<file path="config.mk">
export PLATFORM = sky130hd
export DESIGN_NAME = irq_gen
export DESIGN_NICKNAME = d
export VERILOG_FILES = /design/src/irq_msg_fmt.v /design/src/irq_gen.v
export VERILOG_INCLUDE_DIRS = /design/src
export SDC_FILE = /design/constraint.sdc
export NUM_CORES = 1
export LEC_CHECK = 0
export BUFFER_PORTS_ARGS = -buffer_cell sky130_fd_sc_hd__buf_2
export CORE_ASPECT_RATIO = 0.7
export CORE_MARGIN = 2
export CORE_UTILIZATION = 35
export CTS_BUF_LIST = sky130_fd_sc_hd__clkbuf_4 sky130_fd_sc_hd__clkbuf_8
export DETAILED_ROUTE_END_ITERATION = 6
export SLEW_MARGIN = 20
export SYNTH_ARGS = -nofsm -noshare
export SYNTH_HDL_FRONTEND = slang
export SYNTH_SLANG_ARGS = --single-unit
</file>
<file path="constraint.sdc">
create_clock -name hclk -period 2.2 [get_ports hclk]
set_input_delay 0.55 -clock hclk [delete_from_list [all_inputs] [get_ports hclk]]
set_output_delay 0.55 -clock hclk [all_outputs]
set_load 0.05 [all_outputs]
</file>
<file path="src/irq_gen_map.vh">
// Constants for the endpoint interrupt request generator.
// Assumes inclusion by irq_gen.v only; irq_msg_fmt.v does not include it.
`ifndef IRQ_GEN_MAP_VH
`define IRQ_GEN_MAP_VH
// Register byte offsets
`define OFS_CTRL 12'h000
`define OFS_MSI_ADDR_LO 12'h004
`define OFS_MSI_ADDR_HI 12'h008
`define OFS_MSI_DATA 12'h00C
`define OFS_STATUS 12'h010
`define OFS_CAP 12'h014
// Control field positions
`define CTRL_MSI_EN 0
`define CTRL_MSIX_EN 1
`define CTRL_INTX_DIS 10
`define CTRL_MMEN_LSB 4
`define CTRL_MMEN_MSB 6
`define CTRL_RESET 32'h00000000
// Capability field
`define CAP_MMCAP_DEFAULT 3'h5
// Message kinds on the transmit port
`define KIND_ASSERT_INTA 2'h1
`define KIND_DEASSERT_INTA 2'h2
`define KIND_MSI_WR32 2'h3
`define KIND_MSI_WR64 2'h0
`endif

</file>
<file path="src/irq_msg_fmt.v">
// MSI payload builder: merges user vector bits into the message data.
// Assumes the mask width comes from the lesser of capable and enabled counts.
`default_nettype none
module irq_msg_fmt (
	input wire [15:0] msg_data,
	input wire [2:0] vec_bits,
	input wire [4:0] vec_index,
	output wire [15:0] payload
);
	reg [15:0] mask;
	integer i;
	always @* begin
		mask = 16'h0000;
		for (i = 0; i < 5; i = i + 1) begin
			if (i < vec_bits)
				mask[i] = 1'b1;
		end
	end
	// Bits the host did not grant keep the programmed data
	assign payload = (msg_data & ~mask) | ({11'h000, vec_index} & mask);
endmodule // irq_msg_fmt
`default_nettype wire

</file>
<file path="src/irq_gen.v">
// Endpoint interrupt request generator with AHB-Lite configuration port.
// Assumes one AHB-Lite master; transmit port accepts a message when tx_ready is high.
`include "irq_gen_map.vh"
`default_nettype none
// What this block and its user do
// RL1: Both flags low: only INTx messages sent
// RL2: MSI flag only: send MSI memory writes
// RL3: MSI-X flag only: MSI-X mode, no internal messages
// RL4: Both flags high: still send MSI writes
// RL5: Mode flag outputs follow enable bits
// RL6: Enable bits written only by host
// RL7: Internal logic makes legacy and MSI only
// RL8: Command bit 10 set blocks INTx
// RL9: Legacy request accepted with done pulse
// RL10: Request drop sends deassert, second done
// RL11: User holds request until serviced
// RL12: User holds pending with request
// RL13: Nonzero MSI vector gives done, one write
// RL14: Address and data from capability fields
// RL15: 64-bit address only if upper nonzero
// RL16: Vector bits limited by lesser count
// RL17: Mask vector bits host did not enable
// RL18: User encodes MSI request one-hot
// RL19: User skips masked vectors itself
// RL20: User builds MSI-X table and array
// RL21: INTx enable state shown on flags
// RL22: Each done pulse lasts one cycle
module irq_gen (
	input wire hclk,
	input wire hresetn,
	input wire hsel,
	input wire [11:0] haddr,
	input wire [1:0] htrans,
	input wire hwrite,
	input wire [2:0] hsize,
	input wire hready,
	input wire [31:0] hwdata,
	output reg [31:0] hrdata,
	output wire hreadyout,
	output wire hresp,
	input wire legacy_req,
	input wire legacy_pending,
	output reg legacy_done,
	input wire [31:0] msi_req,
	output reg msi_done,
	output wire msi_mode,
	output wire msix_mode,
	output wire [2:0] msi_mm_enable,
	output wire [3:0] function_flags,
	output reg tx_valid,
	input wire tx_ready,
	output reg [1:0] tx_kind,
	output reg [63:0] tx_addr,
	output reg [31:0] tx_data,
	output reg intx_status
);
	localparam S_IDLE = 5'b00001;
	localparam S_ASSERT = 5'b00010;
	localparam S_HELD = 5'b00100;
	localparam S_DEASSERT = 5'b01000;
	localparam S_MSI = 5'b10000;

	reg [31:0] ctrl_reg;
	reg [31:0] addr_lo_reg;
	reg [31:0] addr_hi_reg;
	reg [15:0] msg_data_reg;
	reg [2:0] mmcap_reg;
	reg [4:0] state_reg;
	reg [4:0] state_next;
	reg intx_sent_reg;
	reg wr_pend_reg;
	reg [11:0] wr_addr_reg;
	reg [31:0] msi_hold_reg;
	wire msi_en;
	wire msix_en;
	wire intx_dis;
	wire [2:0] mmen;
	wire [2:0] vec_bits;
	wire [4:0] vec_index;
	wire [15:0] payload;
	wire msi_active;
	wire ahb_go;

	// Lowest set bit of a one-hot vector request
	function [4:0] first_one;
		input [31:0] v;
		integer k;
		begin
			first_one = 5'h00;
			for (k = 31; k >= 0; k = k - 1) begin
				if (v[k])
					first_one = k[4:0];
			end
		end
	endfunction

	assign msi_en = ctrl_reg[`CTRL_MSI_EN];
	assign msix_en = ctrl_reg[`CTRL_MSIX_EN];
	assign intx_dis = ctrl_reg[`CTRL_INTX_DIS];
	assign mmen = ctrl_reg[`CTRL_MMEN_MSB:`CTRL_MMEN_LSB];
	assign msi_mode = msi_en; // RL5
	assign msix_mode = msix_en; // RL5
	assign msi_mm_enable = mmen;
	// Flags: INTx disabled, legacy mode, MSI mode, MSI-X mode
	assign function_flags = {msix_en, msi_en, ~msi_en & ~msix_en, intx_dis}; // RL21
	// MSI writes whenever MSI is enabled, even with MSI-X also set
	assign msi_active = msi_en; // RL2 RL4
	assign vec_bits = (mmen < mmcap_reg) ? mmen : mmcap_reg; // RL16
	assign vec_index = first_one(msi_hold_reg);

	irq_msg_fmt u_fmt (
		.msg_data(msg_data_reg),
		.vec_bits(vec_bits),
		.vec_index(vec_index),
		.payload(payload)
	); // RL17

	// Bus slave: zero wait states, always OKAY
	assign hreadyout = 1'b1;
	assign hresp = 1'b0;
	assign ahb_go = hsel & hready & htrans[1];

	always @(posedge hclk or negedge hresetn) begin
		if (!hresetn) begin
			wr_pend_reg <= 1'b0;
			wr_addr_reg <= 12'h000;
		end else begin
			wr_pend_reg <= ahb_go & hwrite;
			wr_addr_reg <= haddr;
		end
	end

	// Only the host's configuration path writes the enable bits; no user port reaches them
	always @(posedge hclk or negedge hresetn) begin
		if (!hresetn) begin
			ctrl_reg <= `CTRL_RESET;
			addr_lo_reg <= 32'h00000000;
			addr_hi_reg <= 32'h00000000;
			msg_data_reg <= 16'h0000;
			mmcap_reg <= `CAP_MMCAP_DEFAULT;
		end else if (wr_pend_reg) begin
			case (wr_addr_reg)
				`OFS_CTRL: ctrl_reg <= hwdata & 32'h00000473; // RL6
				`OFS_MSI_ADDR_LO: addr_lo_reg <= {hwdata[31:2], 2'b00};
				`OFS_MSI_ADDR_HI: addr_hi_reg <= hwdata;
				`OFS_MSI_DATA: msg_data_reg <= hwdata[15:0];
				`OFS_CAP: mmcap_reg <= hwdata[2:0];
				default: ;
			endcase
		end
	end

	// Read data registered in the address phase, so it stands in the data phase
	always @(posedge hclk or negedge hresetn) begin
		if (!hresetn) begin
			hrdata <= 32'h00000000;
		end else if (ahb_go & ~hwrite) begin
			case (haddr)
				`OFS_CTRL: hrdata <= ctrl_reg;
				`OFS_MSI_ADDR_LO: hrdata <= addr_lo_reg;
				`OFS_MSI_ADDR_HI: hrdata <= addr_hi_reg;
				`OFS_MSI_DATA: hrdata <= {16'h0000, msg_data_reg};
				`OFS_STATUS: hrdata <= {26'h0000000, intx_status, intx_sent_reg, state_reg[3:0]};
				`OFS_CAP: hrdata <= {29'h00000000, mmcap_reg};
				default: hrdata <= 32'h00000000;
			endcase
		end
	end

	always @* begin
		state_next = state_reg;
		case (state_reg)
			S_IDLE: begin
				// MSI-X mode alone: internal logic stays quiet, user sends on stream
				if (msi_active && msi_req != 32'h00000000)
					state_next = S_MSI; // RL13 RL3 RL7
				else if (!msi_en && !msix_en && legacy_req && legacy_pending)
					state_next = S_ASSERT; // RL1
			end
			S_ASSERT: begin
				if (intx_dis || tx_ready)
					state_next = S_HELD; // RL8 RL9
			end
			S_HELD: begin
				if (!legacy_req)
					state_next = intx_sent_reg ? S_DEASSERT : S_IDLE; // RL10
			end
			S_DEASSERT: begin
				if (tx_ready)
					state_next = S_IDLE; // RL10
			end
			S_MSI: begin
				// Leave only once the write has really been taken, not on a stray ready
				if (tx_valid && tx_ready)
					state_next = S_IDLE; // RL13
			end
			default: state_next = S_IDLE;
		endcase
	end

	always @(posedge hclk or negedge hresetn) begin
		if (!hresetn) begin
			state_reg <= S_IDLE;
			intx_sent_reg <= 1'b0;
			msi_hold_reg <= 32'h00000000;
			legacy_done <= 1'b0;
			msi_done <= 1'b0;
			tx_valid <= 1'b0;
			tx_kind <= `KIND_ASSERT_INTA;
			tx_addr <= 64'h0000000000000000;
			tx_data <= 32'h00000000;
			intx_status <= 1'b0;
		end else begin
			state_reg <= state_next;
			legacy_done <= 1'b0; // RL22
			msi_done <= 1'b0; // RL22
			if (tx_valid && tx_ready)
				tx_valid <= 1'b0;
			case (state_reg)
				S_IDLE: begin
					if (state_next == S_MSI) begin
						msi_hold_reg <= msi_req;
						msi_done <= 1'b1; // RL13
					end else if (state_next == S_ASSERT) begin
						legacy_done <= 1'b1; // RL9
						intx_status <= 1'b1;
						intx_sent_reg <= ~intx_dis; // RL8
						if (!intx_dis) begin
							tx_valid <= 1'b1;
							tx_kind <= `KIND_ASSERT_INTA; // RL9
						end
					end
				end
				S_MSI: begin
					if (!tx_valid) begin
						tx_valid <= 1'b1;
						tx_data <= {16'h0000, payload}; // RL14
						if (addr_hi_reg != 32'h00000000) begin
							tx_kind <= `KIND_MSI_WR64; // RL15
							tx_addr <= {addr_hi_reg, addr_lo_reg}; // RL14
						end else begin
							tx_kind <= `KIND_MSI_WR32; // RL15
							tx_addr <= {32'h00000000, addr_lo_reg};
						end
					end
				end
				S_HELD: begin
					intx_status <= legacy_pending;
					if (!legacy_req) begin
						intx_status <= 1'b0;
						if (intx_sent_reg) begin
							tx_valid <= 1'b1;
							tx_kind <= `KIND_DEASSERT_INTA; // RL10
						end else
							legacy_done <= 1'b1;
					end
				end
				S_DEASSERT: begin
					if (tx_ready) begin
						legacy_done <= 1'b1; // RL10
						intx_sent_reg <= 1'b0;
					end
				end
				default: ;
			endcase
		end
	end
endmodule // irq_gen
`default_nettype wire

</file>
==> impl_metrics.yaml, run 1 <==
run_status:
  outcome: "complete, but fails checks"
  violations: "setup timing"
grt:
  gr-usage-all-layers_pct: 20.3
  grt_max_degree: 71
  grt_pass1_wl_mm: 52.1
  antenna_found_initial: 3
  grt_overflow: 0
  grt_pass1_vias: 8767
place:
  portBuffers: 209
  detailedPlace.worstSlack_ns: -0.309
  gp_congestion: 0.881
  dp_hpwl_mm: 22.5
synthesis:
  ys_async_sr_fraction_pct: 100
  yosysTopAreaCell: "dfrtp_1"
  synth_edf_count: 0
  syn-instance-count: 986
  synthTopCellsByArea: "dfrtp_1 57%, mux2_2 12%, nand2_1 8.7%, mux2i_1 1.9%, buf_4 1.8%"
  yosysSeqAreaShare_pct: 57.7
  synth_cell_types: 73
  synth_ff_type: "dfrtp_1"
  synth.top_cell.area_share_pct: 56.8
  netlist_area_um2: 11000
  ys_ff_latch: 254
  synth-warning-count: 0
  synth.avg_cell_area_um2: 11.2
layout:
  nets: 1357
  nFillCells: 2918
  drive_gt1_share_pct: 38.9
  top_register: "tx_addr"
  largest_reg_flops: 62
  syn_to_final_growth_pct: 30.5
die:
  pin_count: 234
  start_util_pct: 35.5
  die_h_um: 152
  dieArea_um2: 33000
  core.rowCount: 54
  fp.dieW_um: 216
  core_area_um2: 31100
critical_path:
  critPathKind: "reg -> reg"
  cp-start-kind: "flop"
  crit_required_ns: 2.63
  end_kind: "flop"
  cp.arrival_ns: 2.71
  worstPathMaxFanout: 8
cts:
  tritoncts: "built"
  clk_path_buf_depth: 3
  cts-root-buf: "clkbuf_8"
  cts_max_level: 2
  clock_sinks: 254
  cts_made_buffers: 42
  clk_latency_ns: 0.57
  path_clk_slew_ns: 0.06
pwr:
  switching_share_pct: 31.2
  p_per_area_nw_per_um2: 888
  leakagePower_nw: 7.54
  internal_power_mw: 8.78
  ir_drop_mv: 0.436
  p_clk_share_pct: 37.1
  p_comb_share_pct: 18.7
  p_switching_mw: 3.99
  seq_power_share_pct: 44.2
sta:
  grt_setup_unrepaired: "true"
  timing.fmax_mhz: 440
  tns_ns: -2.53
  setup_violations: 55
  finalHoldViolCount: 0
  slew-limit-headroom_pct: 55.6
  fin_ws_ns: -0.0753
  finalCritPeriodShare_pct: 103
  fin_skew_ns: 0.0215
  layout_min_cycle_time_ns: 2.28
  worst_slew_pin_slew_ns: 0.660
  drv_slew: 0
min_path:
  hold_class: "in -> reg"
detailed_routing:
  routed_wl_mm: 33.4
  drtPass1Iterations: 7
  ant_nets: 0
  vias: 8538
  wire_per_inst_um: 19.4
  post-route-drc-count: 0
  drt_iter0_drc: 642
  via_per_inst: 4.96
flow_run:
  maxCapViolCount: 0
## layout make-up
cell class | instances | area (um2) | area share [%]
Tap cell | 420 | 526 | 3.65
Clock inverter | 10 | 109 | 0.757
Sequential cell | 254 | 6360 | 44.2
Multi-Input combinational cell | 655 | 4500 | 31.3
Inverter | 29 | 109 | 0.757
Timing Repair Buffer | 284 | 1910 | 13.3
Clock buffer | 68 | 861 | 5.99
Antenna cell | 1 | 2.50 | 0.0174
## through the flow
step	cell area (um2)	hold slack, ns	util (%)	std cells	total power, mW
floorplan	11100	0.254	-	1004	7.20
global placement	13000	0.455	41.8	1632	8.03
detailed placement	13000	0.456	41.8	1632	8.09
CTS	14300	0.0792	45.9	1718	12.9
global route	14400	0.0926	46.3	1720	13.4
finish	14400	0.118	46.3	1721	12.8
## repair_timing
item,4_1_cts,5_1_grt
gates resized for setup,55,19
pin swaps,5,4
endpoints found under the setup margin,69,86
endpoints found under the hold margin,36,0
hold buffers,1,0
setup buffers,4,1
cloned,3,2
## worst paths after layout
kind	from	to	slack (ns)	cells past startpoint
setup / recovery	wr_addr_reg[6]	addr_lo_reg[19]	-0.08	7
hold / removal	haddr[6]	wr_addr_reg[6]	0.12	1
setup reg to reg	wr_addr_reg[6]	addr_lo_reg[19]	-0.08	7
hold reg to reg	tx_addr[58]	tx_addr[58]	0.47	2
max in group asynchronous	hresetn	state_reg[0]	0.99	3
min in group asynchronous	hresetn	tx_addr[9]	0.47	2
## power by group through the flow
stage | sequential [mW] | clock [mW] | combinational [mW]
finish | 5.64 | 4.74 | 2.39
global route | 5.72 | 5.07 | 2.60
CTS | 5.63 | 4.87 | 2.40
detailed placement | 5.70 | 0 | 2.39
global placement | 5.68 | 0 | 2.35
floorplan | 5.80 | 0 | 1.41
## per-layer routing
| layer | up-vias | wire [um] | GRT usage (%) |
|---|---|---|---|
| li1 | 3976 | - | - |
| met1 | 4277 | 17100 | 31.4 |
| met2 | 230 | 13700 | 28.1 |
| met3 | 53 | 1900 | 4.69 |
| met4 | 2 | 696 | 5.64 |
| met5 | - | 11 | 0 |
## layout by cell type (no fill, tap or decap), types with 4 or more instances in the layout
cell,count
nand2_1,256
dfrtp_1,250
buf_2,208
mux2_4,61
mux2_2,59
clkbuf_8,56
buf_4,50
nor2_1,33
inv_1,29
o21ai_0,28
nor4_1,26
mux2i_1,20
conb_1,20
a21oi_1,17
a222oi_1,16
buf_12,16
clkbuf_4,12
nand4_1,7
nor3_1,7
nand3_1,5
o21a_1,5
a31oi_1,5
nand2b_1,5
nand4b_1,5
clkinv_2,5
o22ai_1,4
a21o_1,4
dfstp_2,4
buf_6,4
## worst max-delay path, stage by stage (launching register included)
cell      delay [ns]
dfrtp_1         0.37
nor4_2          0.30
nand4b_1        0.25
or2_4           0.34
nor3b_4         0.22
buf_6           0.18
buf_12          0.16
mux2_4          0.31
## cell usage after synthesis, types with 3 or more instances
cell type / instances
nor2_1: 33
o21a_1: 5
mux2_4: 6
a21oi_1: 18
nand2b_1: 5
a22o_1: 3
nand3_1: 5
mux2i_1: 21
nand2_1: 256
buf_1: 6
dfstp_2: 4
buf_2: 9
buf_4: 27
mux2_2: 113
a2bb2oi_1: 3
inv_1: 29
nand4b_1: 5
a222oi_1: 16
o22ai_1: 4
nor4_1: 28
clkbuf_1: 20
nand4_1: 7
o211ai_1: 3
o21ai_0: 29
a31oi_1: 5
nor2b_1: 3
nor3_1: 9
or3_1: 3
a21o_1: 4
dfrtp_1: 250
buf_6: 4
## kinds of logic after synthesis
group | count (synthesis) | share of synthesized area (%)
AND/OR/NAND/NOR | 376 | 15.4
flip-flops | 254 | 57.7
multiplexers | 143 | 14.8
AO/OA/AOI/OAI | 113 | 7.24
buffers and inverters | 95 | 4.53
adder cells (fa/ha/maj) | 2 | 0.227
other | 2 | 0.0681
XOR/XNOR | 1 | 0.0795
No activity file was read; power rests on OpenSTA's default activity.
==> run 2, diff against run 1 <==
RECOVER_POWER = 50   (was not set)
==> run 2 against run 1 <==
The flow still finishes with violations (setup timing). Maximum frequency rose by 0.76%. Sequential share of layout area rose by 0.23 points. Cell count barely moved. First-iteration DRC count fell by 2.0%. Clock-buffer cell count did not move. Die area did not move. Clock skew fell by 0.0016 ns. Sequential power barely moved. Critical path depth did not move. Combinational power barely moved. Largest cell class unchanged. Via count rose by 0.45%. Flip-flop and latch count did not move.
==> impl_metrics.yaml, run 2 (synthesis gave the netlist of run 1 again) <==
sta:
  layout_min_cycle_time_ns: 2.26
  slew-limit-headroom_pct: 31.5
  grt_setup_unrepaired: "true"
  fin_skew_ns: 0.0199
  tns_ns: -1.62
  timing.fmax_mhz: 443
  drv_slew: 0
  setup_violations: 53
  worst_slew_pin_slew_ns: 1.03
  fin_ws_ns: -0.0581
  finalCritPeriodShare_pct: 103
  finalHoldViolCount: 0
cts:
  clock_sinks: 254
  cts_max_level: 2
  clk_path_buf_depth: 3
  path_clk_slew_ns: 0.06
  cts-root-buf: "clkbuf_8"
  cts_made_buffers: 42
  tritoncts: "built"
  clk_latency_ns: 0.57
critical_path:
  end_kind: "flop"
  crit_slowest_cell: "dfrtp_1"
  cp_cell_sequence: "nor4_2 -> nand4b_1 -> or2_4 -> nor3b_4 -> buf_6 -> buf_12 -> mux2_4"
  reg2reg_depth: 7
  cp-start-kind: "flop"
  critPathMaxStageDelay_ns: 0.37
  critPathBufInv: 2
  crit_required_ns: 2.64
  critPathKind: "reg -> reg"
  cp.arrival_ns: 2.69
  worst-path-stages: 7
  path_delay_family: "simple AND/OR/NAND/NOR gates"
  worstPathMaxFanout: 10
layout:
  final-seq-area_um2: 6360
  largest_reg_flops: 62
  final_cell_mix: "256 x nand2_1, 250 x dfrtp_1, 198 x buf_2"
  drive_gt1_share_pct: 37.9
  nFillCells: 2931
  top_register: "tx_addr"
  multi_input_area_um2: 4500
  postLayoutCellArea_um2: 14300
  final_cell_count_no_fill: 1722
  nets: 1357
  syn_to_final_growth_pct: 29.8
  layout_commonest_cell: "nand2_1"
die:
  dieArea_um2: 33000
  die_h_um: 152
  core.rowCount: 54
  pin_count: 234
  start_util_pct: 35.5
  core_area_um2: 31100
  fp.dieW_um: 216
grt:
  grt_max_degree: 71
  use_met3_pct: 4.69
  grt_pass1_wl_mm: 52.1
  busiest_layer: "met1"
  grt_overflow: 0
  gr-usage-all-layers_pct: 20.3
  gr-usage-met2_pct: 28.1
  use_met1_pct: 31.4
  antenna_found_initial: 3
  grt_pass1_vias: 8767
place:
  gp_congestion: 0.881
  dp_hpwl_mm: 22.5
  place_inst: 1632
  portBuffers: 209
  dpl_cell_area_um2: 13000
min_path:
  hold_path_depth: 1
  hold_class: "in -> reg"
pwr:
  ir_drop_mv: 0.436
  leakagePower_nw: 7.48
  p_per_area_nw_per_um2: 891
detailed_routing:
  wire_per_inst_um: 19.4
  drtPass1Iterations: 7
  ant_nets: 0
  vias: 8576
  via_per_inst: 4.98
  post-route-drc-count: 0
  drt_iter0_drc: 629
  routed_wl_mm: 33.5
run_status:
  violations: "setup timing"
  outcome: "complete, but fails checks"
flow_run:
  maxCapViolCount: 0
## run 2: changes by cell type in the layout (fill, tap and decap cells not counted)
cell      delta
clkbuf_4     +1
buf_8        -1
buf_12       -4
clkbuf_1    +13
clkbuf_2     +1
buf_4        -2
buf_6        +2
buf_2       -10
diode_2      +1
## run 2: area by class of cell
| class | count | share of cell area [%] |
|---|---|---|
| antenna | 2 | 0.0350 |
| clock buffer | 68 | 6.02 |
| clock inverter | 10 | 0.761 |
| inverter | 29 | 0.761 |
| multi-input combinational | 655 | 31.5 |
| sequential | 254 | 44.5 |
| tap | 420 | 3.67 |
| timing repair buffer | 284 | 12.8 |
## run 2: path summary, 6_finish.rpt
check                          startpoint              end  slack, ns
max                        wr_addr_reg[6]  addr_hi_reg[13]      -0.06
min                              haddr[6]   wr_addr_reg[6]       0.13
max reg2reg                wr_addr_reg[6]  addr_hi_reg[13]      -0.06
min reg2reg                   tx_addr[58]      tx_addr[58]       0.47
max in group asynchronous         hresetn      wr_pend_reg       0.21
min in group asynchronous         hresetn       tx_addr[9]       0.70
## run 2: metrics by stage
step	hold WS [ns]	total power, mW	util, %	setup slack [ns]
6_report	0.130	12.7	46.0	-0.0581
5_1_grt	0.0975	13.4	46.0	-0.205
4_1_cts	0.0792	12.9	45.9	-0.0915
3_5_place_dp	0.456	8.09	41.8	-0.309
3_3_place_gp	0.455	8.03	41.8	-0.327
2_1_floorplan	0.254	7.20	-	0.0587
## run 2: worst reg2reg max path, stage by stage (launching register included)
cell      delay [ns]
dfrtp_1         0.37
nor4_2          0.30
nand4b_1        0.24
or2_4           0.33
nor3b_4         0.22
buf_6           0.17
buf_12          0.17
mux2_4          0.32
## run 2: layer usage
layer / wire length (um) / up-vias
met4: 696 / 2
li1: - / 3975
met1: 17000 / 4299
met3: 2010 / 53
met2: 13700 / 247
met5: 11 / -
## run 2: power breakdown
part | switching (mW) | leakage [nW] | internal, mW
Sequential | 0.524 | 3.41 | 5.12
Clock | 2.00 | 0.510 | 2.73
Combinational | 1.46 | 3.56 | 0.914
Total | 3.98 | 7.48 | 8.76
## run 2: what timing repair did
item,CTS,global route
pin swaps,5,4
setup buffers,4,1
hold buffers,1,0
cloned,3,2
resized for setup,55,19
endpoints found under the hold margin,36,0
endpoints found under the setup margin,69,86
